[config.mk]
export PLATFORM = sky130hd
export DESIGN_NAME = srx_link_ctrl
export DESIGN_NICKNAME = d
export VERILOG_FILES = /design/src/verilog/srx_pkg.sv /design/src/verilog/srx_link_ctrl.sv
export VERILOG_INCLUDE_DIRS = /design/src /design/src/verilog
export SDC_FILE = /design/constraint.sdc
export NUM_CORES = 2
export LEC_CHECK = 0
export BUFFER_PORTS_ARGS = -buffer_cell sky130_fd_sc_hd__buf_2
export CAP_MARGIN = 20
export CORE_MARGIN = 4
export CORE_UTILIZATION = 30
export CTS_BUF_LIST = sky130_fd_sc_hd__clkbuf_8
export DETAILED_ROUTE_END_ITERATION = 8
export HOLD_SLACK_MARGIN = 0.15
export PLACE_DENSITY = 0.46
export SYNTH_ARGS = -nofsm -noshare
export SYNTH_HDL_FRONTEND = slang
export SYNTH_SLANG_ARGS = --single-unit
[constraint.sdc]
create_clock -name clk -period 9 [get_ports clk]
set_input_delay 0.45 -clock clk [delete_from_list [all_inputs] [get_ports clk]]
set_output_delay 0.45 -clock clk [all_outputs]
set_load 0.05 [all_outputs]
[src/verilog/srx_consts.svh]
/*
 * Address map, bit positions, reset values and sizes of the receiver
 * link control register bank.
 * Assumes a 12-bit register address and 8-bit data on the serial control port.
 */
`ifndef SRX_CONSTS_SVH
`define SRX_CONSTS_SVH

`define SRX_AW 12
`define SRX_DW 8
`define SRX_LANES 8
`define SRX_LINKS 2
`define SRX_CFG_BYTES 11

`define SRX_ADDR_CAL 12'h2AE
`define SRX_ADDR_TRIM_A 12'h2B1
`define SRX_ADDR_TRIM_B 12'h2B2
`define SRX_ADDR_CTRL 12'h300
`define SRX_PAGE_LO 12'h401
`define SRX_PAGE_HI 12'h47E

`define SRX_CAL_BIT 0
`define SRX_CSUM_BIT 6
`define SRX_MODE_BIT 3
`define SRX_PAGE_BIT 2
`define SRX_EN_LSB 0
`define SRX_EN_MSB 1

`define SRX_TRIM_A_RST 8'hC3
`define SRX_TRIM_B_RST 8'h93

`endif

[src/verilog/srx_pkg.sv]
/*
 * Types of the receiver link control register bank.
 * Assumes srx_consts.svh is on the include path.
 */
`include "srx_consts.svh"

package srx_pkg;

	typedef logic [`SRX_CFG_BYTES-1:0][7:0] srx_cfg_t;
	typedef logic [`SRX_LANES-1:0][4:0] srx_lid_t;

	typedef struct packed {
		logic [`SRX_AW-1:0] addr;
		logic wr;
		logic rd;
		logic [`SRX_DW-1:0] wdata;
	} srx_sp_req_t;

	typedef struct packed {
		logic wr;
		logic rd;
		logic link_sel;
		logic [`SRX_AW-1:0] addr;
		logic [`SRX_DW-1:0] wdata;
	} srx_page_req_t;

	typedef struct packed {
		logic cal_bit;
		logic cal_start;
		logic [7:0] trim_a;
		logic [7:0] trim_b;
		logic csum_mode;
		logic link_mode;
		logic link_page;
		logic [1:0] link_en;
		srx_page_req_t page;
		logic pend_rd;
		logic [`SRX_DW-1:0] rdata;
		logic rvalid;
		logic [`SRX_LINKS-1:0][`SRX_LANES-1:0][7:0] sums;
	} srx_state_t;

endpackage : srx_pkg
[src/verilog/srx_link_ctrl.sv]
/*
 * Receiver link control register bank: termination calibration trigger,
 * termination trims, checksum method, link mode, link paging and link enables.
 * Assumes a serial control port decoder presents one-cycle wr/rd strobes and
 * the per-link register files answer page_rdata in the same cycle as page_req.
 */
`timescale 1ns/1ps

// Summary of operation
// - Written rising edge starts group B calibration
// - Mode 0: checksum sums individual fields
// - Mode 1: checksum sums packed bytes mod 256
// - Computed checksum placed per lane
// - Bit 3 selects single or dual link
// - Bit 2 steers paged window accesses
// - Page 0 reaches link 0, 1 link 1
// - Enable bit 0 link 0, bit 1 link 1
// - Enable reset 0b00, both links off
// - Encodings 01, 10, 11 enable accordingly
module srx_link_ctrl import srx_pkg::*; (
	input wire logic clk,
	input wire logic rst_n,
	input srx_sp_req_t sp_req,
	output logic [`SRX_DW-1:0] sp_rdata,
	output logic sp_rvalid,
	output srx_page_req_t page_req,
	input wire logic [`SRX_DW-1:0] page_rdata,
	input srx_cfg_t cfg_bytes [`SRX_LINKS],
	input srx_lid_t lane_lid [`SRX_LINKS],
	output logic group_b_termination_cal_trigger,
	output logic [7:0] trim_a,
	output logic [7:0] trim_b,
	output logic checksum_mode,
	output logic dual_link,
	output logic link0_enable,
	output logic link1_enable,
	output logic [`SRX_LINKS-1:0][`SRX_LANES-1:0][7:0] computed_param_sum
);

	srx_state_t st_ff;
	srx_state_t nxt_st;
	logic hit_page;

	// Checksum of one lane, by field or by packed byte
	function automatic logic [7:0] lane_sum(input srx_cfg_t b, input logic [4:0] lid,
		input logic by_bytes);
		logic [7:0] s;
		s = 8'h00;
		if (by_bytes) begin
			for (int i = 0; i < `SRX_CFG_BYTES; i++) begin
				s = (i == 2) ? s + {b[2][7:5], lid} : s + b[i];
			end
		end else begin
			s = b[0] + {4'h0, b[1][3:0]} + {4'h0, b[1][7:4]};
			s = s + {7'h00, b[2][6]} + {7'h00, b[2][5]} + {3'h0, lid};
			s = s + {7'h00, b[3][7]} + {3'h0, b[3][4:0]} + b[4] + {3'h0, b[5][4:0]};
			s = s + b[6] + {6'h00, b[7][7:6]} + {3'h0, b[7][4:0]};
			s = s + {5'h00, b[8][7:5]} + {3'h0, b[8][4:0]};
			s = s + {5'h00, b[9][7:5]} + {3'h0, b[9][4:0]};
			s = s + {7'h00, b[10][7]} + {3'h0, b[10][4:0]};
		end
		return s;
	endfunction : lane_sum

	// Local readback, reserved bits zero
	function automatic logic [7:0] local_rd(input srx_state_t s, input logic [`SRX_AW-1:0] a);
		logic [7:0] r;
		r = 8'h00;
		unique case (a)
			`SRX_ADDR_CAL: r[`SRX_CAL_BIT] = s.cal_bit;
			`SRX_ADDR_TRIM_A: r = s.trim_a;
			`SRX_ADDR_TRIM_B: r = s.trim_b;
			`SRX_ADDR_CTRL: begin
				r[`SRX_CSUM_BIT] = s.csum_mode;
				r[`SRX_MODE_BIT] = s.link_mode;
				r[`SRX_PAGE_BIT] = s.link_page;
				r[`SRX_EN_MSB:`SRX_EN_LSB] = s.link_en;
			end
			default: r = 8'h00;
		endcase
		return r;
	endfunction : local_rd

	assign hit_page = (sp_req.addr >= `SRX_PAGE_LO) && (sp_req.addr <= `SRX_PAGE_HI);

	always_comb begin
		nxt_st = st_ff;
		nxt_st.cal_start = 1'b0;
		nxt_st.page.wr = 1'b0;
		nxt_st.page.rd = 1'b0;
		nxt_st.rvalid = 1'b0;
		nxt_st.pend_rd = sp_req.rd && hit_page;
		if (sp_req.wr && !hit_page) begin
			unique case (sp_req.addr)
				`SRX_ADDR_CAL: begin
					nxt_st.cal_bit = sp_req.wdata[`SRX_CAL_BIT];
					nxt_st.cal_start = sp_req.wdata[`SRX_CAL_BIT] & ~st_ff.cal_bit;
				end
				`SRX_ADDR_TRIM_A: nxt_st.trim_a = sp_req.wdata;
				`SRX_ADDR_TRIM_B: nxt_st.trim_b = sp_req.wdata;
				`SRX_ADDR_CTRL: begin
					nxt_st.csum_mode = sp_req.wdata[`SRX_CSUM_BIT];
					nxt_st.link_mode = sp_req.wdata[`SRX_MODE_BIT];
					nxt_st.link_page = sp_req.wdata[`SRX_PAGE_BIT];
					nxt_st.link_en = sp_req.wdata[`SRX_EN_MSB:`SRX_EN_LSB];
				end
				default: nxt_st.rvalid = 1'b0;
			endcase
		end
		if (hit_page && (sp_req.wr || sp_req.rd)) begin
			nxt_st.page.wr = sp_req.wr;
			nxt_st.page.rd = sp_req.rd;
			nxt_st.page.link_sel = st_ff.link_page;
			nxt_st.page.addr = sp_req.addr;
			nxt_st.page.wdata = sp_req.wdata;
		end
		if (sp_req.rd && !hit_page) begin
			nxt_st.rdata = local_rd(st_ff, sp_req.addr);
			nxt_st.rvalid = 1'b1;
		end else if (st_ff.pend_rd) begin
			nxt_st.rdata = page_rdata;
			nxt_st.rvalid = 1'b1;
		end
		for (int l = 0; l < `SRX_LINKS; l++) begin
			for (int n = 0; n < `SRX_LANES; n++) begin
				nxt_st.sums[l][n] = lane_sum(cfg_bytes[l], lane_lid[l][n], st_ff.csum_mode);
			end
		end
	end

	always_ff @(posedge clk) begin
		if (!rst_n) begin
			st_ff <= '0;
			st_ff.trim_a <= `SRX_TRIM_A_RST;
			st_ff.trim_b <= `SRX_TRIM_B_RST;
		end else begin
			st_ff <= nxt_st;
		end
	end

	assign sp_rdata = st_ff.rdata;
	assign sp_rvalid = st_ff.rvalid;
	assign page_req = st_ff.page;
	assign group_b_termination_cal_trigger = st_ff.cal_start;
	assign trim_a = st_ff.trim_a;
	assign trim_b = st_ff.trim_b;
	assign checksum_mode = st_ff.csum_mode;
	assign dual_link = st_ff.link_mode;
	assign link0_enable = st_ff.link_en[0];
	assign link1_enable = st_ff.link_en[1];
	assign computed_param_sum = st_ff.sums;
endmodule : srx_link_ctrl

Yosys cells after proc, flatten, opt, wreduce, memory -nomap -nowiden
Cells that the tools add are included.
- register bits after elaboration: 184
- input port bits: 288
- output and inout bits: 181
- add/sub/neg operators: 378
- order comparisons: 2
- equality and inequality tests: 4
- mux-type cells: 23
- bitwise operators: 2
- reduce and logical (&&, ||, !) cells: 14
- operators by type and width (kind ; number):
    $add 8x8->8 ; 178
    $add 8x5->8 ; 112
    $add 8x1->8 ; 36
    $add 8x3->8 ; 32
    $add 8x2->8 ; 16
    $mux 8 ; 16
    $eq 12x10->1 const B ; 4
    $add 8x4->8 ; 4
    $mux 9 ; 2
    $ge 12x11->1 const B ; 1
    $le 12x11->1 const B ; 1
    $reduce_and 2->1 ; 5
    $pmux 3 s3 ; 1
    $logic_and 1x1->1 ; 5
    $pmux 1 s4 ; 1
    $pmux 2 s2 ; 1
    $pmux 1 s3 ; 1
    $reduce_and 3->1 ; 1
    $pmux 1 s2 ; 1
    $reduce_bool 2->1 ; 1
    $and 1x1->1 ; 1
    $logic_not 1->1 ; 1
    $logic_or 1x1->1 ; 1
    $not 1->1 ; 1

Depth between registers and ports, before layout
- depth in word-level cells: 19
- gate-level depth with buffers: 25
- mapped depth without buffers: 25

Worst setup path after synthesis
Ideal clock, no wire load.
- path type: in2reg
- from: in cfg_bytes[0] (netlist name)
- to: reg st_ff (netlist bit computed_param_sum[71])
- library setup time: 0.096 ns
- arrival time: 6.037 ns
- setup slack: 2.867 ns
- stages: 20
- cell sequence: fa_1 inv_1 fa_1 fa_1 xnor2_1 fa_1 fa_1 fa_1 inv_1 fa_1 inv_1 ha_1 a21o_1 a21oi_1 o21bai_1 a21oi_1 xnor2_1 xnor2_1 o21ai_1 a221oi_1
- longest elaborated chain between the ends: 19
- elaborated cells on any way between the ends: 29
- ends and longest elaborated chain (what ; line ; source):
    from (decl) ; srx_link_ctrl.sv:28 ; input srx_cfg_t cfg_bytes [`SRX_LINKS],
    $add 8x4->8 (2 in a row) ; srx_link_ctrl.sv:54 ; s = b[0] + {4'h0, b[1][3:0]} + {4'h0, b[1][7:4]};
    $add 8x1->8 (2 in a row) ; srx_link_ctrl.sv:55 ; s = s + {7'h00, b[2][6]} + {7'h00, b[2][5]} + {3'h0, lid};
    $add 8x5->8 ; srx_link_ctrl.sv:55 ;
    $add 8x1->8 ; srx_link_ctrl.sv:56 ; s = s + {7'h00, b[3][7]} + {3'h0, b[3][4:0]} + b[4] + {3'h0, b[5][4:0]};
    $add 8x5->8 ; srx_link_ctrl.sv:56 ;
    $add 8x8->8 ; srx_link_ctrl.sv:56 ;
    $add 8x5->8 ; srx_link_ctrl.sv:56 ;
    $add 8x8->8 ; srx_link_ctrl.sv:57 ; s = s + b[6] + {6'h00, b[7][7:6]} + {3'h0, b[7][4:0]};
    $add 8x2->8 ; srx_link_ctrl.sv:57 ;
    $add 8x5->8 ; srx_link_ctrl.sv:57 ;
    $add 8x3->8 ; srx_link_ctrl.sv:58 ; s = s + {5'h00, b[8][7:5]} + {3'h0, b[8][4:0]};
    $add 8x5->8 ; srx_link_ctrl.sv:58 ;
    $add 8x3->8 ; srx_link_ctrl.sv:59 ; s = s + {5'h00, b[9][7:5]} + {3'h0, b[9][4:0]};
    $add 8x5->8 ; srx_link_ctrl.sv:59 ;
    $add 8x1->8 ; srx_link_ctrl.sv:60 ; s = s + {7'h00, b[10][7]} + {3'h0, b[10][4:0]};
    $add 8x5->8 ; srx_link_ctrl.sv:60 ;
    $mux 8 * ; srx_link_ctrl.sv:49 ; if (by_bytes) begin
    to (signal assigned) ; srx_link_ctrl.sv:137 ; st_ff <= nxt_st;
    to (decl) ; srx_link_ctrl.sv:40 ; srx_state_t st_ff;
Every way passes the cells marked *; elsewhere a longest branch is shown, timed or not.
A chain may end at the register's enable or synchronous reset.

Worst setup path after layout
- from: in cfg_bytes[1] (netlist name)
- to: reg st_ff (netlist bit computed_param_sum[71])
Same word-level chain as after synthesis.

==> impl_metrics.toml <==
[worst_hold_path]
hold_path_depth = 6
hold-path-endpoint = "st_ff[183]"
hp-start = "sp_req[20]"
min_path_type = "in2reg"

[grt]
grtUsageTotal = 0.174
grt_pass1_vias = 26000
grt.overflow.total = 0
grt_max_degree = 84
grt_pass1_wl_um = 168000
antenna_found_initial = 17

[setup_path]
crit_path_start_kind = "input pin"
regToRegSetupSlack_ns = 6.00
worstRegToRegCells = 4
cp-end-kind = "flip-flop"
path_max_fanout = 8
r2r-end = "computed_param_sum[3]"
r2r-start = "checksum_mode"
crit_start = "cfg_bytes[1]"
critPathKind = "in2reg"
worstPathRequired_ns = 9.55
arrival_ns = 6.72

[logic_synthesis]
avgSynthCellArea_um2 = 10.3
synth_largest_area_cell = "fa_1"
async_flop_share = 0
syn_area_um2 = 37000
synth_edf_count = 0
synth.distinct_cells = 44
synth_fp_nets = 5076
ys_top_cells_by_area = "fa_1 (46%), ha_1 (12%), dfxtp_1 (9.9%)"
yosysSeqAreaShare = 0.0994
ys_ff_latch = 184
postSynthCellCount = 3592
synth_ff_type = "dfxtp_1"
ys_warn_count = 0
synth_top_area_frac = 0.457

[die]
die_w_um = 359
dieArea_um2 = 129000
die_h_um = 359
num_rows = 128
core-area_um2 = 122000
initial_core_util = 0.303
ios = 469

[drt]
drc = 0
vias_per_cell = 4.19
antenna_left = 0
first_pass_iters = 5
first_iter_violations = 1023
wirelength_um = 108000
vias = 23200
routedWlPerCell_um = 19.4

[clock_tree]
worstSkewPairLatency_ns = 0.66
cts_setup_buffers = 0
cts_htree_levels = 4
cts_made_buffers = 17
cts_resized = 0
clk_pin_slew_worst_paths_ns = 0.14
root_buffer = "clkbuf_8"
ctsLongestPathBuffers = 2
clock-sinks = 184
cts_tree = "done"

[cells_and_area]
drive_gt1_frac = 0.140
syn_to_final_growth_pct = 10.1
num-fill-cells = 12600
finalNetCount = 5378

[sta]
maxSlewHeadroom = 0.279
timing.setup.tns_ns = 0
period_needed_ns = 6.17
worstMarginPinSlew_ns = 1.08
fmaxAchievable_mhz = 162
report.final.slew_viol_count = 0
rsz0062_at_grt = "no"
period_share = 0.685
skew_ns = 0.0301
finalHoldViolations = 0
setup_viol = 0

[placed_design]
gp_congestion = 0.834
dpl.hpwl_um = 96500
io_buffers = 458

[flow_run]
drv_cap = 0

[status]
status = "finished clean"
## worst max-delay path, cell delays in order
cell and delay (ns):
buf_2 0.13, fa_1 0.56, ha_1 0.23, nor2b_1 0.13
o21a_1 0.17, o21ai_0 0.23, nand2b_1 0.08, a21oi_1 0.17
xor2_1 0.13, fa_1 0.49, inv_1 0.04, ha_1 0.65
fa_1 0.55, fa_1 0.54, inv_1 0.05, fa_1 0.53
inv_1 0.06, ha_1 0.29, inv_1 0.06, o21bai_1 0.22
a21oi_1 0.13, xnor2_1 0.32, xnor2_1 0.16, o21ai_1 0.07
a221oi_1 0.28
## metrics by stage
step | hold WS [ns] | cells | area, um2 | worst slack [ns] | utilization
final | 0.324 | 5539 | 40800 | 2.83 | 0.334
after global routing | 0.289 | 5534 | 40800 | 2.50 | 0.334
after CTS | 0.220 | 5532 | 40800 | 2.85 | 0.334
after detailed placement | 0.446 | 5475 | 40100 | 2.11 | 0.328
after global placement | 0.440 | 5474 | 40100 | 2.12 | 0.328
after floorplan | 0.419 | 3592 | 37000 | 2.87 | -
## layout make-up
type,instances,area [um2],share of cell area
diodes,7,17.5,0.000429
clock buffers,17,234,0.00573
clock inverters,15,218,0.00534
inverters,900,3380,0.0829
multi-input cells,2279,28500,0.698
flip-flops and latches,184,3690,0.0904
well taps,1625,2030,0.0498
repair buffers,512,2760,0.0677
## worst max-delay path by stage
stage	cells after the start	slack, ns	endpoint
CTS	25	2.85	computed_param_sum[71]
global placement	25	2.12	computed_param_sum[31]
floorplan	20	2.87	computed_param_sum[71]
finish	25	2.83	computed_param_sum[71]
detailed placement	25	2.11	computed_param_sum[71]
global route	25	2.50	computed_param_sum[31]
## placed cells by master, fill, tap and decap left out, types with 5 or more instances in the layout
cell and n:
inv_1 899, fa_1 846, buf_2 458, ha_1 350, nor2_1 200, a21oi_1 183
dfxtp_1 183, a21o_1 138, xor2_1 129, xnor2_1 118, nand2_1 72, mux2i_1 67
buf_4 28, nand3_1 25, dlygate4sd3_1 25, o21ai_0 18, clkbuf_8 17, o21bai_1 16
nor2b_1 12, a211oi_1 11, a221oi_1 10, and3_1 9, o21ai_1 8, and2_1 8
mux2_2 8, diode_2 7, xnor2_2 7, a211oi_2 7, inv_12 6, nand2b_1 5
a222oi_1 5
## metal layers
metal,track usage,part of all wire,vias up
met3,0.0350,0.044,63
li1,-,-,11300
met2,0.277,0.46,364
met4,0.0300,0.011,10
met1,0.247,0.48,11500
met5,0,0.00064,-
## synth_stat cells, types with 6 or more instances
cell / n
a211oi_1: 11
fa_1: 846
a211oi_2: 7
xnor2_1: 118
o21bai_1: 16
a21o_1: 138
buf_1: 6
and2_1: 8
dfxtp_1: 184
clkbuf_1: 48
buf_4: 175
nand2_1: 72
nand3_1: 25
inv_1: 899
xor2_1: 129
o21ai_1: 7
xnor2_2: 7
nor2_1: 200
ha_1: 350
o21ai_0: 19
a221oi_1: 10
a21oi_1: 183
mux2_2: 8
nor2b_1: 12
mux2i_1: 67
and3_1: 9
## sequential cells by signal, indices dropped and copies added (netlist names)
register / flops
computed_param_sum: 128
st_ff: 3
link0_enable: 1
group_b_termination_cal_trigger: 1
trim_b: 8
dual_link: 1
trim_a: 8
sp_rvalid: 1
sp_rdata: 8
checksum_mode: 1
page_req: 23
link1_enable: 1
## cell families after synthesis
group	count (synthesis)	synth area share
xor+xnor	256	0.0627
fa+ha+maj	1196	0.575
compound gates	406	0.0700
flops	184	0.0994
mux	77	0.0211
simple gates	344	0.0391
buf+inv	1129	0.132
## repair_timing
action                     in CTS  in global routing
setup endpoints to repair       0                  0
hold buffers                   25                  0
hold endpoints to repair       49                  0
Power is left out: the tool's default activity adds up to more than one toggle a clock period on the data nets, which glitch-free logic cannot reach.
